===== config.mk =====
export PLATFORM = sky130hd
export DESIGN_NAME = pscr_regs
export DESIGN_NICKNAME = d
export VERILOG_FILES = /design/src/logic/pscr_pkg.sv /design/src/logic/pscr_regs.sv
export SDC_FILE = /design/constraint.sdc
export NUM_CORES = 1
export LEC_CHECK = 0
export ABC_AREA = 1
export BUFFER_PORTS_ARGS = -buffer_cell sky130_fd_sc_hd__buf_2
export CORE_MARGIN = 4
export CORE_UTILIZATION = 30
export CTS_BUF_LIST = sky130_fd_sc_hd__clkbuf_4 sky130_fd_sc_hd__clkbuf_8
export CTS_CLUSTER_DIAMETER = 150
export DETAILED_ROUTE_END_ITERATION = 8
export PLACE_DENSITY_LB_ADDON = 0.12
export SLEW_MARGIN = 30
export SYNTH_ARGS = -nofsm -noshare
export SYNTH_HDL_FRONTEND = slang
export SYNTH_SLANG_ARGS = --single-unit

===== constraint.sdc =====
create_clock -name core_clk -period 3.3 [get_ports core_clk]
set_input_delay 0 -clock core_clk [delete_from_list [all_inputs] [get_ports core_clk]]
set_output_delay 0 -clock core_clk [all_outputs]
set_load 0.005 [all_outputs]

===== src/logic/pscr_pkg.sv =====
// Package of offsets, field positions and reset values for the PLL pin/config register bank
package pscr_pkg;
  // Register indices on the write/readback port
  localparam logic [4:0] ADDR_LOCK_PIN  = 5'h0C;
  localparam logic [4:0] ADDR_READBACK  = 5'h0D;
  localparam logic [4:0] ADDR_GPO_B     = 5'h0E;
  localparam logic [4:0] ADDR_FIXED     = 5'h10;
  localparam logic [4:0] ADDR_FILTER    = 5'h18;
  localparam logic [4:0] ADDR_REF_PUMP  = 5'h1A;
  localparam logic [4:0] ADDR_PROTECT   = 5'h1F;
  localparam logic [4:0] ADDR_LAST_PROT = 5'h1E;

  // Field positions (low bit of each field)
  localparam int LOCK_SRC_LSB   = 27;
  localparam int LOCK_TYPE_LSB  = 24;
  localparam int HOLD_SYNC_BIT  = 23;
  localparam int RB_TYPE_LSB    = 24;
  localparam int GPO_A_LSB      = 16;
  localparam int GPO_B_LSB      = 24;
  localparam int CAP_C4_LSB     = 28;
  localparam int CAP_C3_LSB     = 24;
  localparam int RES_R4_LSB     = 20;
  localparam int RES_R3_LSB     = 16;
  localparam int DOUBLER_BIT    = 29;
  localparam int PUMP_LSB       = 26;
  localparam int DLD_CNT_LSB    = 6;
  localparam int PROTECT_BIT    = 5;

  // Lock pin source codes
  localparam logic [4:0] SRC_LOW    = 5'h00;
  localparam logic [4:0] SRC_DLD    = 5'h02;
  localparam logic [4:0] SRC_N      = 5'h0D;
  localparam logic [4:0] SRC_N_HALF = 5'h0E;
  localparam logic [4:0] SRC_R      = 5'h11;
  localparam logic [4:0] SRC_R_HALF = 5'h12;

  // Pin drive type codes
  localparam logic [2:0] DRV_PUSH_PULL = 3'h3;
  localparam logic [2:0] DRV_INVERTED  = 3'h4;
  localparam logic [2:0] DRV_OPEN_SRC  = 3'h5;
  localparam logic [2:0] DRV_OPEN_DRN  = 3'h6;

  // General output state codes
  localparam logic [2:0] GPO_PULL_DOWN = 3'h2;
  localparam logic [2:0] GPO_LOW       = 3'h3;
  localparam logic [2:0] GPO_HIGH      = 3'h4;

  // Reset values of the stored words, address bits included
  localparam logic [31:0] RST_LOCK_PIN = 32'h1300000C;
  localparam logic [31:0] RST_READBACK = 32'h0303000D;
  localparam logic [31:0] RST_GPO_B    = 32'h0300000E;
  localparam logic [31:0] RST_FIXED    = 32'h00000010; // Arbitrary fixed pattern
  localparam logic [31:0] RST_FILTER   = 32'h00000018;
  localparam logic [31:0] RST_REF_PUMP = 32'h0000005A;
  localparam logic        RST_PROTECT  = 1'b0;
endpackage


===== src/logic/pscr_regs.sv =====
// PLL status pin, general output and loop configuration register bank
`timescale 1ns/1ps
// Summary of operation
// - Five-bit source select picks low, lock, N, N/2, R or R/2 for lock pin.
// - Drive type 3 drives source true; type 4 drives it inverted.
// - Lock pin drive type: push-pull, inverted, open source, open drain; 0-2 reserved.
// - Hold-sync bit keeps sync request asserted until digital lock asserts.
// - Readback pin drive type uses the same four codes; 0-2 reserved.
// - General output A: weak pull-down, low or high from its three-bit field.
// - General output B: weak pull-down, low or high from its own field.
// - Four-bit field selects filter capacitor C4; codes 14 and 15 reserved.
// - Four-bit field selects filter capacitor C3; codes 14 and 15 reserved.
// - Three-bit field selects filter resistor R4; codes 5 to 7 reserved.
// - Three-bit field selects filter resistor R3; codes 5 to 7 reserved.
// - Doubler bit presents twice the reference frequency to the detector.
// - Two-bit field sets charge pump current 100, 400, 1600 or 3200 uA.
// - Lock asserts after in-window comparisons reach the fourteen-bit count.
// - While sync request stands, participating clock outputs are forced low.
// - While write protect is set, writes to registers 0 to 30 are ignored.
module pscr_regs #(
  parameter int CNT_W = 14
) (
  input  wire logic        core_clk,
  input  wire logic        rst_b,
  input  wire logic        wr_en,
  input  wire logic [4:0]  wr_addr,
  input  wire logic [31:0] wr_data,
  input  wire logic [4:0]  rd_addr,
  output logic      [31:0] rd_data,
  input  wire logic        readback_bit,
  input  wire logic        n_div_in,
  input  wire logic        r_div_in,
  input  wire logic        phase_cmp_valid,
  input  wire logic        phase_in_window,
  output logic             digital_lock_indicator,
  output logic             test_lock_pin_o,
  output logic             test_lock_pin_oe,
  output logic             readback_pin_o,
  output logic             readback_pin_oe,
  output logic             general_output_pin_a_o,
  output logic             general_output_pin_a_oe,
  output logic             general_output_pin_a_pd,
  output logic             general_output_pin_b_o,
  output logic             general_output_pin_b_oe,
  output logic             general_output_pin_b_pd,
  output logic             sync_request,
  output logic             clk_outputs_force_low,
  output logic [3:0]       filter_cap_c4_select,
  output logic [3:0]       filter_cap_c3_select,
  output logic [2:0]       filter_res_r4_select,
  output logic [2:0]       filter_res_r3_select,
  output logic             reference_doubler_enable,
  output logic [1:0]       charge_pump_current_select,
  output logic [11:0]      charge_pump_current_ua
);

  logic [31:0]      lock_pin_and_sync_config_ff;
  logic [31:0]      readback_and_gpo_a_config_ff;
  logic [31:0]      gpo_b_config_ff;
  logic [31:0]      fixed_pattern_register_ff;
  logic [31:0]      loop_filter_component_select_ff;
  logic [31:0]      ref_pump_lockcount_config_ff;
  logic             register_write_protect_ff;
  logic             wr_ok;
  logic [4:0]       lock_pin_source_select;
  logic [2:0]       lock_pin_drive_type;
  logic [2:0]       readback_drive_type;
  logic             hold_sync_until_lock;
  logic [2:0]       gpo_a_code;
  logic [2:0]       gpo_b_code;
  logic [CNT_W-1:0] lock_detect_cycle_count;
  logic [CNT_W-1:0] dld_cnt_ff;
  logic             dld_ff;
  logic             n_prev_ff;
  logic             r_prev_ff;
  logic             n_half_ff;
  logic             r_half_ff;
  logic             nxt_src;
  logic [1:0]       lock_drv;
  logic [1:0]       rb_drv;
  logic [2:0]       gpo_a_drv;
  logic [2:0]       gpo_b_drv;
  logic             sync_ff;
  logic             force_low_ff;

  // Field extraction
  assign lock_pin_source_select  = lock_pin_and_sync_config_ff[pscr_pkg::LOCK_SRC_LSB +: 5];
  assign lock_pin_drive_type     = lock_pin_and_sync_config_ff[pscr_pkg::LOCK_TYPE_LSB +: 3];
  assign hold_sync_until_lock    = lock_pin_and_sync_config_ff[pscr_pkg::HOLD_SYNC_BIT];
  assign readback_drive_type     = readback_and_gpo_a_config_ff[pscr_pkg::RB_TYPE_LSB +: 3];
  assign gpo_a_code              = readback_and_gpo_a_config_ff[pscr_pkg::GPO_A_LSB +: 3];
  assign gpo_b_code              = gpo_b_config_ff[pscr_pkg::GPO_B_LSB +: 3];
  assign lock_detect_cycle_count = ref_pump_lockcount_config_ff[pscr_pkg::DLD_CNT_LSB +: CNT_W];

  // Pin drive: {out, oe} for a source value under a drive type
  function automatic logic [1:0] pin_drive(input logic [2:0] typ, input logic val);
    case (typ)
      pscr_pkg::DRV_PUSH_PULL: pin_drive = {val, 1'b1};
      pscr_pkg::DRV_INVERTED:  pin_drive = {~val, 1'b1};
      pscr_pkg::DRV_OPEN_SRC:  pin_drive = {1'b0, ~val};
      pscr_pkg::DRV_OPEN_DRN:  pin_drive = {1'b1, val};
      default:                 pin_drive = 2'b00;
    endcase
  endfunction

  // General output: {out, oe, pull-down}
  function automatic logic [2:0] gpo_drive(input logic [2:0] code);
    case (code)
      pscr_pkg::GPO_PULL_DOWN: gpo_drive = 3'b001;
      pscr_pkg::GPO_LOW:       gpo_drive = 3'b010;
      pscr_pkg::GPO_HIGH:      gpo_drive = 3'b110;
      default:                 gpo_drive = 3'b000;
    endcase
  endfunction

  // Write gate: protected range refused while write protect is set
  assign wr_ok = wr_en & (~register_write_protect_ff | (wr_addr > pscr_pkg::ADDR_LAST_PROT));

  // Register writes
  always_ff @(posedge core_clk) begin
    if (!rst_b) begin
      lock_pin_and_sync_config_ff     <= pscr_pkg::RST_LOCK_PIN;
      readback_and_gpo_a_config_ff    <= pscr_pkg::RST_READBACK;
      gpo_b_config_ff                 <= pscr_pkg::RST_GPO_B;
      fixed_pattern_register_ff       <= pscr_pkg::RST_FIXED;
      loop_filter_component_select_ff <= pscr_pkg::RST_FILTER;
      ref_pump_lockcount_config_ff    <= pscr_pkg::RST_REF_PUMP;
      register_write_protect_ff       <= pscr_pkg::RST_PROTECT;
    end else if (wr_ok) begin
      case (wr_addr)
        pscr_pkg::ADDR_LOCK_PIN: lock_pin_and_sync_config_ff     <= wr_data;
        pscr_pkg::ADDR_READBACK: readback_and_gpo_a_config_ff    <= wr_data;
        pscr_pkg::ADDR_GPO_B:    gpo_b_config_ff                 <= wr_data;
        pscr_pkg::ADDR_FIXED:    fixed_pattern_register_ff       <= wr_data;
        pscr_pkg::ADDR_FILTER:   loop_filter_component_select_ff <= wr_data;
        pscr_pkg::ADDR_REF_PUMP: ref_pump_lockcount_config_ff    <= wr_data;
        pscr_pkg::ADDR_PROTECT:  register_write_protect_ff <= wr_data[pscr_pkg::PROTECT_BIT];
        default: ;
      endcase
    end
  end

  // Readback word, unmapped indices read zero
  always_ff @(posedge core_clk) begin
    if (!rst_b) begin
      rd_data <= 32'h00000000;
    end else begin
      case (rd_addr)
        pscr_pkg::ADDR_LOCK_PIN: rd_data <= lock_pin_and_sync_config_ff;
        pscr_pkg::ADDR_READBACK: rd_data <= readback_and_gpo_a_config_ff;
        pscr_pkg::ADDR_GPO_B:    rd_data <= gpo_b_config_ff;
        pscr_pkg::ADDR_FIXED:    rd_data <= fixed_pattern_register_ff;
        pscr_pkg::ADDR_FILTER:   rd_data <= loop_filter_component_select_ff;
        pscr_pkg::ADDR_REF_PUMP: rd_data <= ref_pump_lockcount_config_ff;
        pscr_pkg::ADDR_PROTECT:  rd_data <= {26'h000000, register_write_protect_ff,
                                             pscr_pkg::ADDR_PROTECT};
        default:                 rd_data <= 32'h00000000;
      endcase
    end
  end

  // Digital lock detect counter
  always_ff @(posedge core_clk) begin
    if (!rst_b) begin
      dld_cnt_ff <= '0;
      dld_ff     <= 1'b0;
    end else if (phase_cmp_valid) begin
      if (!phase_in_window) begin
        dld_cnt_ff <= '0;
        dld_ff     <= 1'b0;
      end else if (dld_cnt_ff < lock_detect_cycle_count) begin
        dld_cnt_ff <= dld_cnt_ff + 1'b1;
        dld_ff     <= (dld_cnt_ff + 1'b1) >= lock_detect_cycle_count;
      end
    end
  end
  assign digital_lock_indicator = dld_ff;

  // Half-rate copies of the divider outputs
  always_ff @(posedge core_clk) begin
    if (!rst_b) begin
      n_prev_ff <= n_div_in; // Track the pin so release shows no false edge
      r_prev_ff <= r_div_in; // Track the pin so release shows no false edge
      n_half_ff <= 1'b0;
      r_half_ff <= 1'b0;
    end else begin
      n_prev_ff <= n_div_in;
      r_prev_ff <= r_div_in;
      n_half_ff <= n_half_ff ^ (n_div_in & ~n_prev_ff);
      r_half_ff <= r_half_ff ^ (r_div_in & ~r_prev_ff);
    end
  end

  // Lock pin source select
  always_comb begin
    case (lock_pin_source_select)
      pscr_pkg::SRC_DLD:    nxt_src = dld_ff;
      pscr_pkg::SRC_N:      nxt_src = n_div_in;
      pscr_pkg::SRC_N_HALF: nxt_src = n_half_ff;
      pscr_pkg::SRC_R:      nxt_src = r_div_in;
      pscr_pkg::SRC_R_HALF: nxt_src = r_half_ff;
      default:              nxt_src = 1'b0;
    endcase
  end

  assign lock_drv  = pin_drive(lock_pin_drive_type, nxt_src);
  assign rb_drv    = pin_drive(readback_drive_type, readback_bit);
  assign gpo_a_drv = gpo_drive(gpo_a_code);
  assign gpo_b_drv = gpo_drive(gpo_b_code);

  // Pin flops
  always_ff @(posedge core_clk) begin
    if (!rst_b) begin
      test_lock_pin_o         <= 1'b0;
      test_lock_pin_oe        <= 1'b0;
      readback_pin_o          <= 1'b0;
      readback_pin_oe         <= 1'b0;
      general_output_pin_a_o  <= 1'b0;
      general_output_pin_a_oe <= 1'b0;
      general_output_pin_a_pd <= 1'b0;
      general_output_pin_b_o  <= 1'b0;
      general_output_pin_b_oe <= 1'b0;
      general_output_pin_b_pd <= 1'b0;
    end else begin
      {test_lock_pin_o, test_lock_pin_oe} <= lock_drv;
      {readback_pin_o, readback_pin_oe}   <= rb_drv;
      {general_output_pin_a_o, general_output_pin_a_oe, general_output_pin_a_pd} <= gpo_a_drv;
      {general_output_pin_b_o, general_output_pin_b_oe, general_output_pin_b_pd} <= gpo_b_drv;
    end
  end

  // Sync request held until lock, and clock output forcing
  always_ff @(posedge core_clk) begin
    if (!rst_b) begin
      sync_ff      <= 1'b0;
      force_low_ff <= 1'b0;
    end else begin
      sync_ff      <= hold_sync_until_lock & ~dld_ff;
      force_low_ff <= hold_sync_until_lock & ~dld_ff;
    end
  end
  assign sync_request          = sync_ff;
  assign clk_outputs_force_low = force_low_ff;

  // Static analog selections
  assign filter_cap_c4_select = loop_filter_component_select_ff[pscr_pkg::CAP_C4_LSB +: 4];
  assign filter_cap_c3_select = loop_filter_component_select_ff[pscr_pkg::CAP_C3_LSB +: 4];
  assign filter_res_r4_select = loop_filter_component_select_ff[pscr_pkg::RES_R4_LSB +: 3];
  assign filter_res_r3_select = loop_filter_component_select_ff[pscr_pkg::RES_R3_LSB +: 3];
  assign reference_doubler_enable =
    ref_pump_lockcount_config_ff[pscr_pkg::DOUBLER_BIT];
  assign charge_pump_current_select = ref_pump_lockcount_config_ff[pscr_pkg::PUMP_LSB +: 2];

  // Pump current in microamps
  always_comb begin
    case (charge_pump_current_select)
      2'h0:    charge_pump_current_ua = 12'h064;
      2'h1:    charge_pump_current_ua = 12'h190;
      2'h2:    charge_pump_current_ua = 12'h640;
      default: charge_pump_current_ua = 12'hC80;
    endcase
  end
endmodule


* Yosys cells after proc, flatten, opt, wreduce, memory -nomap -nowiden
Cells that the tools add are included.
** Storage, ports and cells
- Flip-flop bits (word level) :: 255
- Bits of input ports :: 50
- Output and inout port bits :: 74
- Word-level logic and storage cells :: 98
** Cells by class
- $add $sub $neg :: 1
- Magnitude comparators :: 3
- Equal/unequal tests :: 36
- Multiplexer cells :: 11
- Bitwise operators :: 13
- Reductions and logical operators :: 9
** Operators by type and width (count)
- 32-bit one-hot mux with 7 select lines :: 1
- 5-bit equality test, second input constant :: 10
- 5-bit by 4-bit equality test with 1-bit output, second input constant :: 8
- 12-bit one-hot mux with 3 select lines :: 1
- 14-bit 2-to-1 mux :: 2
- 3-bit equality test, second input constant :: 8
- 3-bit by 2-bit equality test with 1-bit output, second input constant :: 6
- 3-bit one-hot mux with 3 select lines :: 2
- 2-bit one-hot mux with 4 select lines :: 2
- 2-bit AND reduction :: 8
- 14-bit by 1-bit adder with 14-bit output, second input constant :: 1
- 14-bit >= comparator :: 1
- 14-bit less-than comparator :: 1
- 1-bit NOT :: 6
- 5-bit by 2-bit equality test with 1-bit output, second input constant :: 1
- 5-bit > comparator, second input constant :: 1
- 1-bit one-hot mux with 5 select lines :: 1
- 1-bit AND :: 4
- 2-bit by 1-bit equality test with 1-bit output, second input constant :: 1
- 2-bit equality test, second input constant :: 1
- 2-bit zero test :: 1
- 1-bit 2-to-1 mux :: 2
- 2-bit by 1-bit != test with 1-bit output, second input constant :: 1
- 1-bit XOR :: 2
- 1-bit OR :: 1

* Depth between registers and ports, before layout
Gate-level depths: netlist of the first run.
- Depth in word-level cells :: 4
- Mapped depth :: 17
- Mapped depth without buffers :: 17

* Worst setup path after synthesis of the first run
No wires, ideal clock.
- Kind :: register -> register
- Start :: reg dld_cnt_ff[2]
- End :: reg dld_ff, in the netlist digital_lock_indicator
- Setup time :: 0.064 ns
- Data arrival time :: 2.134 ns
- Data required time :: 3.236 ns
- Setup slack :: 1.102 ns
- Stages on the path, launching flop included :: 16
- Path buffers :: 0
- Clock period less this slack :: 2.198 ns
- Path through :: dfxtp_1 -> nand2_1 -> nor2_1 -> nand3_1 -> inv_1 -> nand3_1 -> and2_1 -> ha_1 -> nand2_1 -> nor3_1 -> nand2_1 -> nor2_1 -> nor2_1 -> nor2_1 -> nor2_1 -> nor2_1
** Between the ends
- Longest elaborated chain between the ends :: 4
- Elaborated cells between the ends (all ways) :: 7
- Those cells by class :: add/sub (1); order compare (2); eq/ne (1); mux (2); reduce/logical (1)
** RTL lines
- start: declaration :: RTL line pscr_regs.sv:72 : logic [CNT_W-1:0] dld_cnt_ff;
- start signal: assignment :: RTL line pscr_regs.sv:172 : dld_cnt_ff <= dld_cnt_ff + 1'b1;
- 14-bit by 1-bit adder with 14-bit output :: RTL line pscr_regs.sv:173 : dld_ff <= (dld_cnt_ff + 1'b1) >= lock_detect_cycle_count;
- 14-bit >= comparator :: RTL line pscr_regs.sv:173
- 1-bit 2-to-1 mux :: RTL line pscr_regs.sv:171 : end else if (dld_cnt_ff < lock_detect_cycle_count) begin
- 1-bit 2-to-1 mux :: RTL line pscr_regs.sv:168 : if (!phase_in_window) begin
- end signal: assignment :: RTL line pscr_regs.sv:173
- end: declaration :: RTL line pscr_regs.sv:73 : logic dld_ff;
Parallel ways exist; a longest one is shown, timed or not. The select of a mux whose other input is x is not followed.
A chain may end at the register's enable or synchronous reset.

* Final worst setup path of the first run
Ends and elaborated chain as after synthesis.

==> results of run 1 <==
## worst min-delay path, stage by stage
cell and delay [ns]:
buf_2 0.13, nand4_1 0.11, o21ai_0 0.09, nor2_1 0.11, a21oi_1 0.11
## through the flow
step                utilization, %  hold slack, ns  worst slack [ns]  power [mW]
CTS                           36.8          0.0147             0.725        7.25
detailed placement            32.9           0.136             0.742        4.05
floorplan                        -          0.0277              1.10        3.79
finish                        36.8          0.0609             0.724        7.12
global route                  36.8          0.0753             0.463        7.51
global placement              32.9           0.142             0.789        4.05
## layout by cell type, fill, tap and decap left out, drive strengths merged, types with 2 or more instances in the layout
cell type,Yosys,layout
buf,40,145
nor4,3,3
xnor2,2,2
nand2,255,255
o211ai,20,20
dlygate4sd3,0,47
a211oi,4,4
a31oi,10,10
ha,29,29
clkbuf,67,76
o21ai,201,201
clkinv,2,5
inv,168,170
a21oi,184,184
nand3,44,44
dfxtp,255,255
nor3,10,10
nand4,7,7
o22ai,6,6
a22oi,8,8
nor2,227,227
and2,3,3
xor2,5,5
conb,1,3
## final cells by class
| type | instances | area (sq um) |
|---|---|---|
| Multi-Input combinational cell | 1028 | 4980 |
| Inverter | 170 | 638 |
| Sequential cell | 255 | 5100 |
| Timing Repair Buffer | 192 | 1260 |
| Tap cell | 468 | 586 |
| Clock buffer | 76 | 921 |
| Fill cell | 3944 | 23200 |
| Clock inverter | 6 | 46.3 |
## power by group
group	total [mW]	internal, mW	switching [mW]	leakage (nW)
sequential	3.23	3.16	0.0761	2.06
clock	3.10	1.77	1.34	0.518
combinational	0.789	0.297	0.492	3.25
## worst min-delay path by stage
stage                       endpoint  slack [ns]  cells after the start
after global routing      rd_data[0]        0.08                      5
after CTS                 rd_data[0]        0.01                      5
after global placement     r_prev_ff        0.14                      1
after detailed placement   r_prev_ff        0.14                      1
final                     rd_data[0]        0.06                      5
after floorplan            n_prev_ff        0.03                      0
## cell families (layout without fill, tap and decap cells)
kind of cell | Yosys count | after routing
buf+inv | 277 | 444
fa+ha+maj | 29 | 29
simple gates | 551 | 551
compound gates | 438 | 438
flops | 255 | 255
xor+xnor | 7 | 7
other cells | 1 | 3
## routing by layer
layer / global-route usage (%) / share of wire (%) / vias to the layer above
met5: 0 / 0.054 / -
met4: 5.27 / 2.2 / 4
met3: 3.16 / 4.7 / 67
met2: 27.1 / 43 / 232
met1: 25.7 / 50 / 4767
li1: - / - / 5329
## Yosys cell counts
library cell and instances:
o22ai_1 6, o221ai_1 1, nand3_1 44, a41oi_1 1
nor2_2 1, nand2_1 254, clkbuf_1 67, xor2_1 5
o21bai_1 1, buf_2 9, xnor2_1 2, and2_1 3
buf_6 1, inv_1 162, o211ai_1 20, clkinv_1 2
a211oi_1 4, a31oi_1 10, nand4_2 1, o21a_1 1
nand2_2 1, buf_1 3, nor2_1 224, nor4_1 3
nor3_1 10, a21oi_1 184, or3_1 1, nor2_4 2
dfxtp_1 255, nand4_1 5, inv_2 6, conb_1 1
o21ai_1 2, buf_4 27, o21ai_0 199, a22oi_1 8
nand3b_1 1, ha_1 29, a21o_1 1, nand4_4 1
## sequential cells by signal, summed over array words and instances, names as in the netlist, 14 cells and up
register and cells:
lock_pin_and_sync_config_ff 32, rd_data 32, readback_and_gpo_a_config_ff 32, fixed_pattern_register_ff 32, dld_cnt_ff 14, loop_filter_component_select_ff 32, ref_pump_lockcount_config_ff 32, gpo_b_config_ff 32
==> results.tsv, run 1 <==
stage	metric	value	unit
sta	unrepaired setup endpoints after global routing	no	
critical_path	crit path max fanout	6	
yosys	cell count after synthesis	1558	
min_path	HP Start	rd_addr[1]	
global_route	global route overflow	0	
clock_network	worst skew pair latency	0.59	ns
clock_network	hold_buf cts	47	
sta	final clock skew	0.0263	ns
detailed_routing	routed vias/inst	4.74	
yosys	Yosys top cell area share	45.5	%
clock_network	post-CTS setup repair buffer count	0	
sta	Max Clk Rate	0.388	GHz
critical_path	kind of critical path	register to register	
critical_path	Bufs and invs on worst path	1	
floorplanning	Die Ht	201	um
yosys	flops & latches, synth	255	
pwr	Power Density	526	nW/um^2
cells_and_area	share of cells above drive strength 1	14.1	%
yosys	synthesized area	11200	sq um
critical_path	startpoint types	register	
placed_design	HPWL Detailed	23800	um
cells_and_area	Antenna diodes	0	
cells_and_area	Area Overhead vs Synth	20.7	%
global_route	first-pass GRT wire length	57800	um
clock_network	CTS Buf Count	47	
placed_design	Port Buffers	120	
critical_path	critical register-to-register path startpoint	dld_cnt_ff[2]	
yosys	Synth Area in Simple Gates	19.8	%
sta	setup TNS	0	ns
run_status	outcome	completed	
floorplanning	row count	70	
yosys	YS warnings	0	
yosys	XOR/XNOR Fraction of Synth Area	0.547	%
global_route	number of global-route vias before repair	9836	
yosys	sequential fraction of the synthesis area	45.5	%
placed_design	number of placed instances with taps included	2066	
cells_and_area	Layout Cells excl Fill	2195	
critical_path	RR Endpoint	digital_lock_indicator	
cells_and_area	Layout Nets	1773	
clock_network	clk sinks	255	
global_route	initial antenna violation count	2	
floorplanning	initial core utilization	30.5	%
pwr	Leak Pwr	5.83	nW
pwr	worst vdd ir	0.238	mV
placed_design	post-placement cell area	12100	sq um
critical_path	Crit path top cell by count	nor2_1	
critical_path	reg2reg setup slack	0.72	ns
min_path	worst hold path class	input port to register	
critical_path	Crit path max-delay family	simple AND/OR/NAND/NOR gates	
detailed_routing	Total Routed Length	36900	um
critical_path	Setup crit end kind	register	
clock_network	H-tree level count	2	
yosys	cell taking the most area after synthesis	dfxtp_1	
critical_path	Critical Path Stages	15	
placed_design	GP Congestion	0.848	
sta	Tmin final	2.58	ns
yosys	Synth Area in Adders	3.24	%
floorplanning	Core Area	36800	sq um
sta	Max Slew Vio Count	0	
global_route	largest net degree at the start of global routing	83	
yosys	average size of a mapped cell	7.20	sq um
yosys	Synth area leaders	dfxtp_1, o21ai_0, nand2_1, a21oi_1, nor2_1	
detailed_routing	via count	10400	
sta	Worst-Margin Slew	0.899	ns
critical_path	Critical Path Max Stage Delay	0.45	ns
yosys	Synth cell types	40	
cells_and_area	fin area	13500	sq um
yosys	main combinational cell family by area after synthesis	compound AO/OA/AOI/OAI gates	
floorplanning	die width	201	um
critical_path	crit path cell chain	nand2_1, nor2_1, nand3_1, inv_1, nand3_1, and2_1, ha_1, nand2_1, nor3_1, nand2_1, nor2_1, nor2_1, nor2_1, nor2_1, nor2_1	
critical_path	Reg2Reg Depth	15	
clock_network	clock-pin slew on the worst setup and hold paths	0.06	ns
sta	Hold Violations, Final	0	
critical_path	WP data required	3.82	ns
floorplanning	die area	40500	sq um
yosys	Synth Area in Compound Gates	20.6	%
critical_path	slowest stage cell, crit path	dfxtp_1	
sta	fin crit share	78.1	%
yosys	multiplexer area fraction after synthesis	0	%
detailed_routing	DR pass1 iterations	5	
detailed_routing	post-route ant nets	0	
sta	Setup-failing EPs final	0	
critical_path	Worst EP arrival	3.10	ns
clock_network	CTS tree	yes	
global_route	Total Routing Usage GR	17.8	%
critical_path	Setup crit start	dld_cnt_ff[2]	
sta	Max-Slew Margin vs Limit	39.7	%
flow_run	max-cap check violation count	0	
floorplanning	IO Pins	124	
detailed_routing	post-DR wirelength/cell	16.8	um
detailed_routing	DR iter-0 viols	710	
clock_network	CTS root buf	clkbuf_8	
detailed_routing	DRC violations left	0	
clock_network	CTS Buffer Depth	3	
critical_path	CP endpoint	digital_lock_indicator	
clock_network	cts repair resizes	0	
(Power assumes the default switching activity.)
==> run 2, diff against run 1 <==
Clock period 3.3 ns to 2.1 ns, I/O delays scaled along.
==> run 2 against run 1 <==
Compared with the run above:
- clock power is 58% higher
- first-iteration DRC count is 5.8% higher
- non-clock buffer count is 45 higher
- sequential share of layout area is 1.5 points lower
- power is 61% higher
- register-to-register slack worse by 0.69 ns
- flip-flop and latch count stayed put
- critical path type unchanged
- largest cell class is now multi-input combinational cells
- largest power group unchanged
==> results.tsv, run 2 (synthesis results as in run 1) <==
stage	metric	value	unit	change
global_route	initial antenna violation count	1		-1
cells_and_area	most common cell after layout, fill and taps aside	dfxtp_1		
clock_network	worst skew pair latency	0.58	ns	about the same
placed_design	HPWL Detailed	25500	um	+7.4%
cells_and_area	Antenna diodes	0		unchanged
pwr	internal power	8.43	mW	+61%
critical_path	critical register-to-register path startpoint	dld_cnt_ff[0]		
critical_path	startpoint types	register		
sta	Tmin final	2.07	ns	-0.509 ns
sta	Max-Slew Margin vs Limit	54.5	%	+15 points
detailed_routing	Total Routed Length	38100	um	+3.0%
global_route	Total Routing Usage GR	18.3	%	+0.56 points
cells_and_area	Area Overhead vs Synth	26.1	%	
clock_network	CTS root buf	clkbuf_8		
detailed_routing	DRC violations left	0		unchanged
critical_path	RR Endpoint	digital_lock_indicator		
critical_path	reg2reg setup slack	0.03	ns	-0.69 ns
cells_and_area	share of cells above drive strength 1	18.7	%	+4.6 points
placed_design	GP Congestion	0.858		+1.2%
critical_path	crit path max fanout	4		-2
pwr	net switching power	3.03	mW	+59%
cells_and_area	multi-input logic area	5130	sq um	+3.1%
cells_and_area	fin area	14100	sq um	+4.5%
floorplanning	die area	40500	sq um	unchanged
clock_network	clock-pin slew on the worst setup and hold paths	0.06	ns	about the same
clock_network	clk sinks	255		unchanged
global_route	number of global-route vias before repair	10200		+4.0%
pwr	worst vdd ir	0.416	mV	+75%
global_route	first-pass GRT wire length	60000	um	+3.9%
floorplanning	die width	201	um	unchanged
pwr	sw frac	26.5	%	-0.29 points
sta	setup TNS	0	ns	unchanged
clock_network	CTS Buf Count	47		unchanged
sta	Hold Violations, Final	0		unchanged
sta	fin crit share	98.4	%	+20 points
floorplanning	row count	70		unchanged
flow_run	max-cap check violation count	0		unchanged
placed_design	Port Buffers	120		unchanged
sta	Max Slew Vio Count	0		unchanged
floorplanning	IO Pins	124		unchanged
pwr	Leak Pwr	6.13	nW	+5.0%
cells_and_area	Register Area	5120	sq um	+0.27%
sta	Worst-Margin Slew	0.682	ns	-0.217 ns
clock_network	CTS Buffer Depth	3		unchanged
detailed_routing	DR iter-0 viols	751		+5.8%
detailed_routing	via count	10600		+1.7%
detailed_routing	DR pass1 iterations	5		unchanged
pwr	Comb pwr share	13.2	%	+2.1 points
clock_network	H-tree level count	2		unchanged
critical_path	kind of critical path	register to register		
sta	Max Clk Rate	0.484	GHz	+25%
global_route	largest net degree at the start of global routing	101		+22%
detailed_routing	post-route ant nets	0		unchanged
cells_and_area	Core Util, Final	38.4	%	+1.6 points
placed_design	post-placement cell area	12600	sq um	+3.7%
critical_path	WP data required	2.55	ns	-1.27 ns
pwr	Total Power	11.5	mW	+61%
pwr	Power Density	810	nW/um^2	+54%
pwr	Clock power frac	42.7	%	-0.8 points
floorplanning	Die Ht	201	um	unchanged
sta	Setup-failing EPs final	0		unchanged
clock_network	CTS tree	yes		
min_path	Hold Path Cell Cnt	5		unchanged
detailed_routing	routed vias/inst	4.74		about the same
min_path	worst hold path class	input port to register		
floorplanning	Core Area	36800	sq um	unchanged
pwr	sequential group share of total power	44.1	%	-1.3 points
detailed_routing	post-DR wirelength/cell	17.0	um	+1.2%
run_status	outcome	completed		
sta	unrepaired setup endpoints after global routing	yes		
floorplanning	initial core utilization	30.5	%	unchanged
sta	final clock skew	0.0264	ns	+0.0000884 ns
global_route	global route overflow	0		unchanged
critical_path	Setup crit start	dld_cnt_ff[0]		
critical_path	Reg2Reg Depth	16		+1
cells_and_area	fillers	3951		+0.18%
sta	final hold slack	0.0738	ns	+0.0129 ns
cells_and_area	Layout Nets	1818		+2.5%
cells_and_area	commonest cells after routing, fill and taps aside	dfxtp_1, nand2_1, nor2_1		
critical_path	Setup crit end kind	register		
critical_path	CP endpoint	digital_lock_indicator		
critical_path	Worst EP arrival	2.52	ns	-0.58 ns
run 2: changes by cell type in the layout (fill, tap and decap cells not counted), sizes merged:
| cell | previous run | this run |
|---|---|---|
| buf | 145 | 192 |
| clkinvlp | 1 | 0 |
| dlygate4sd3 | 47 | 45 |
| bufinv | 0 | 1 |
| clkinv | 5 | 4 |
| inv | 170 | 169 |
| clkbuf | 76 | 72 |
run 2: worst min path at each step:
stage               startpoint          to  slack, ns
floorplan             n_div_in   n_prev_ff       0.03
detailed placement    r_div_in   r_prev_ff       0.14
CTS                 rd_addr[4]  rd_data[0]      0.009
global route        rd_addr[0]  rd_data[0]       0.09
global placement      r_div_in   r_prev_ff       0.14
finish              rd_addr[4]  rd_data[0]       0.07
run 2: cell type report:
cell class / instances / area share (%)
well taps: 468 / 4.14
clock buffers: 72 / 6.39
inverters: 170 / 4.53
repair buffers: 237 / 12.1
clock inverters: 4 / 0.363
flip-flops and latches: 255 / 36.2
multi-input cells: 1028 / 36.3
run 2: worst max-delay path: stages (launching register included):
cell     delay, ns
dfxtp_2       0.35
inv_1         0.08
nor2_4        0.13
buf_6         0.14
nand2_2       0.07
xor2_2        0.19
ha_1          0.32
nand2_1       0.09
nand2_2       0.08
nand2_2       0.07
nand2_1       0.04
nand2_1       0.05
nand3_1       0.07
nor2_1        0.10
nor2_1        0.04
nor2_1        0.07
nor2_1        0.05
run 2: per-layer routing:
layer,up-vias,GRT usage (%),part of all wire (%)
met5,-,0,0.018
met4,2,4.42,1.7
met3,47,3.11,5.2
met2,263,28.1,43
met1,4865,26.8,50
li1,5401,-,-
run 2: stage by stage:
| step | setup WS, ns | std cells |
|---|---|---|
| after global routing | -0.0933 | 2234 |
| after detailed placement | -0.0922 | 2112 |
| after floorplan | 0.0114 | 1560 |
| final | 0.0334 | 2234 |
| after global placement | -0.110 | 2112 |
| after CTS | 0.00890 | 2233 |
run 2: power groups by stage:
stage | combinational [mW] | sequential, mW | clock (mW)
floorplan | 0.814 | 5.14 | 0
finish | 1.51 | 5.06 | 4.89
detailed placement | 1.38 | 5.14 | 0
global placement | 1.39 | 5.13 | 0
global route | 1.72 | 5.07 | 5.28
CTS | 1.46 | 5.04 | 5.07
run 2: timing repair:
action / in CTS / in global routing
gates cloned: 0 / 0
pin swaps: 1 / 14
resized for setup: 8 / 48
hold buffers: 45 / 0
setup endpoints to repair: 1 / 3
hold endpoints to repair: 219 / 0
buffers inserted: 0 / 1
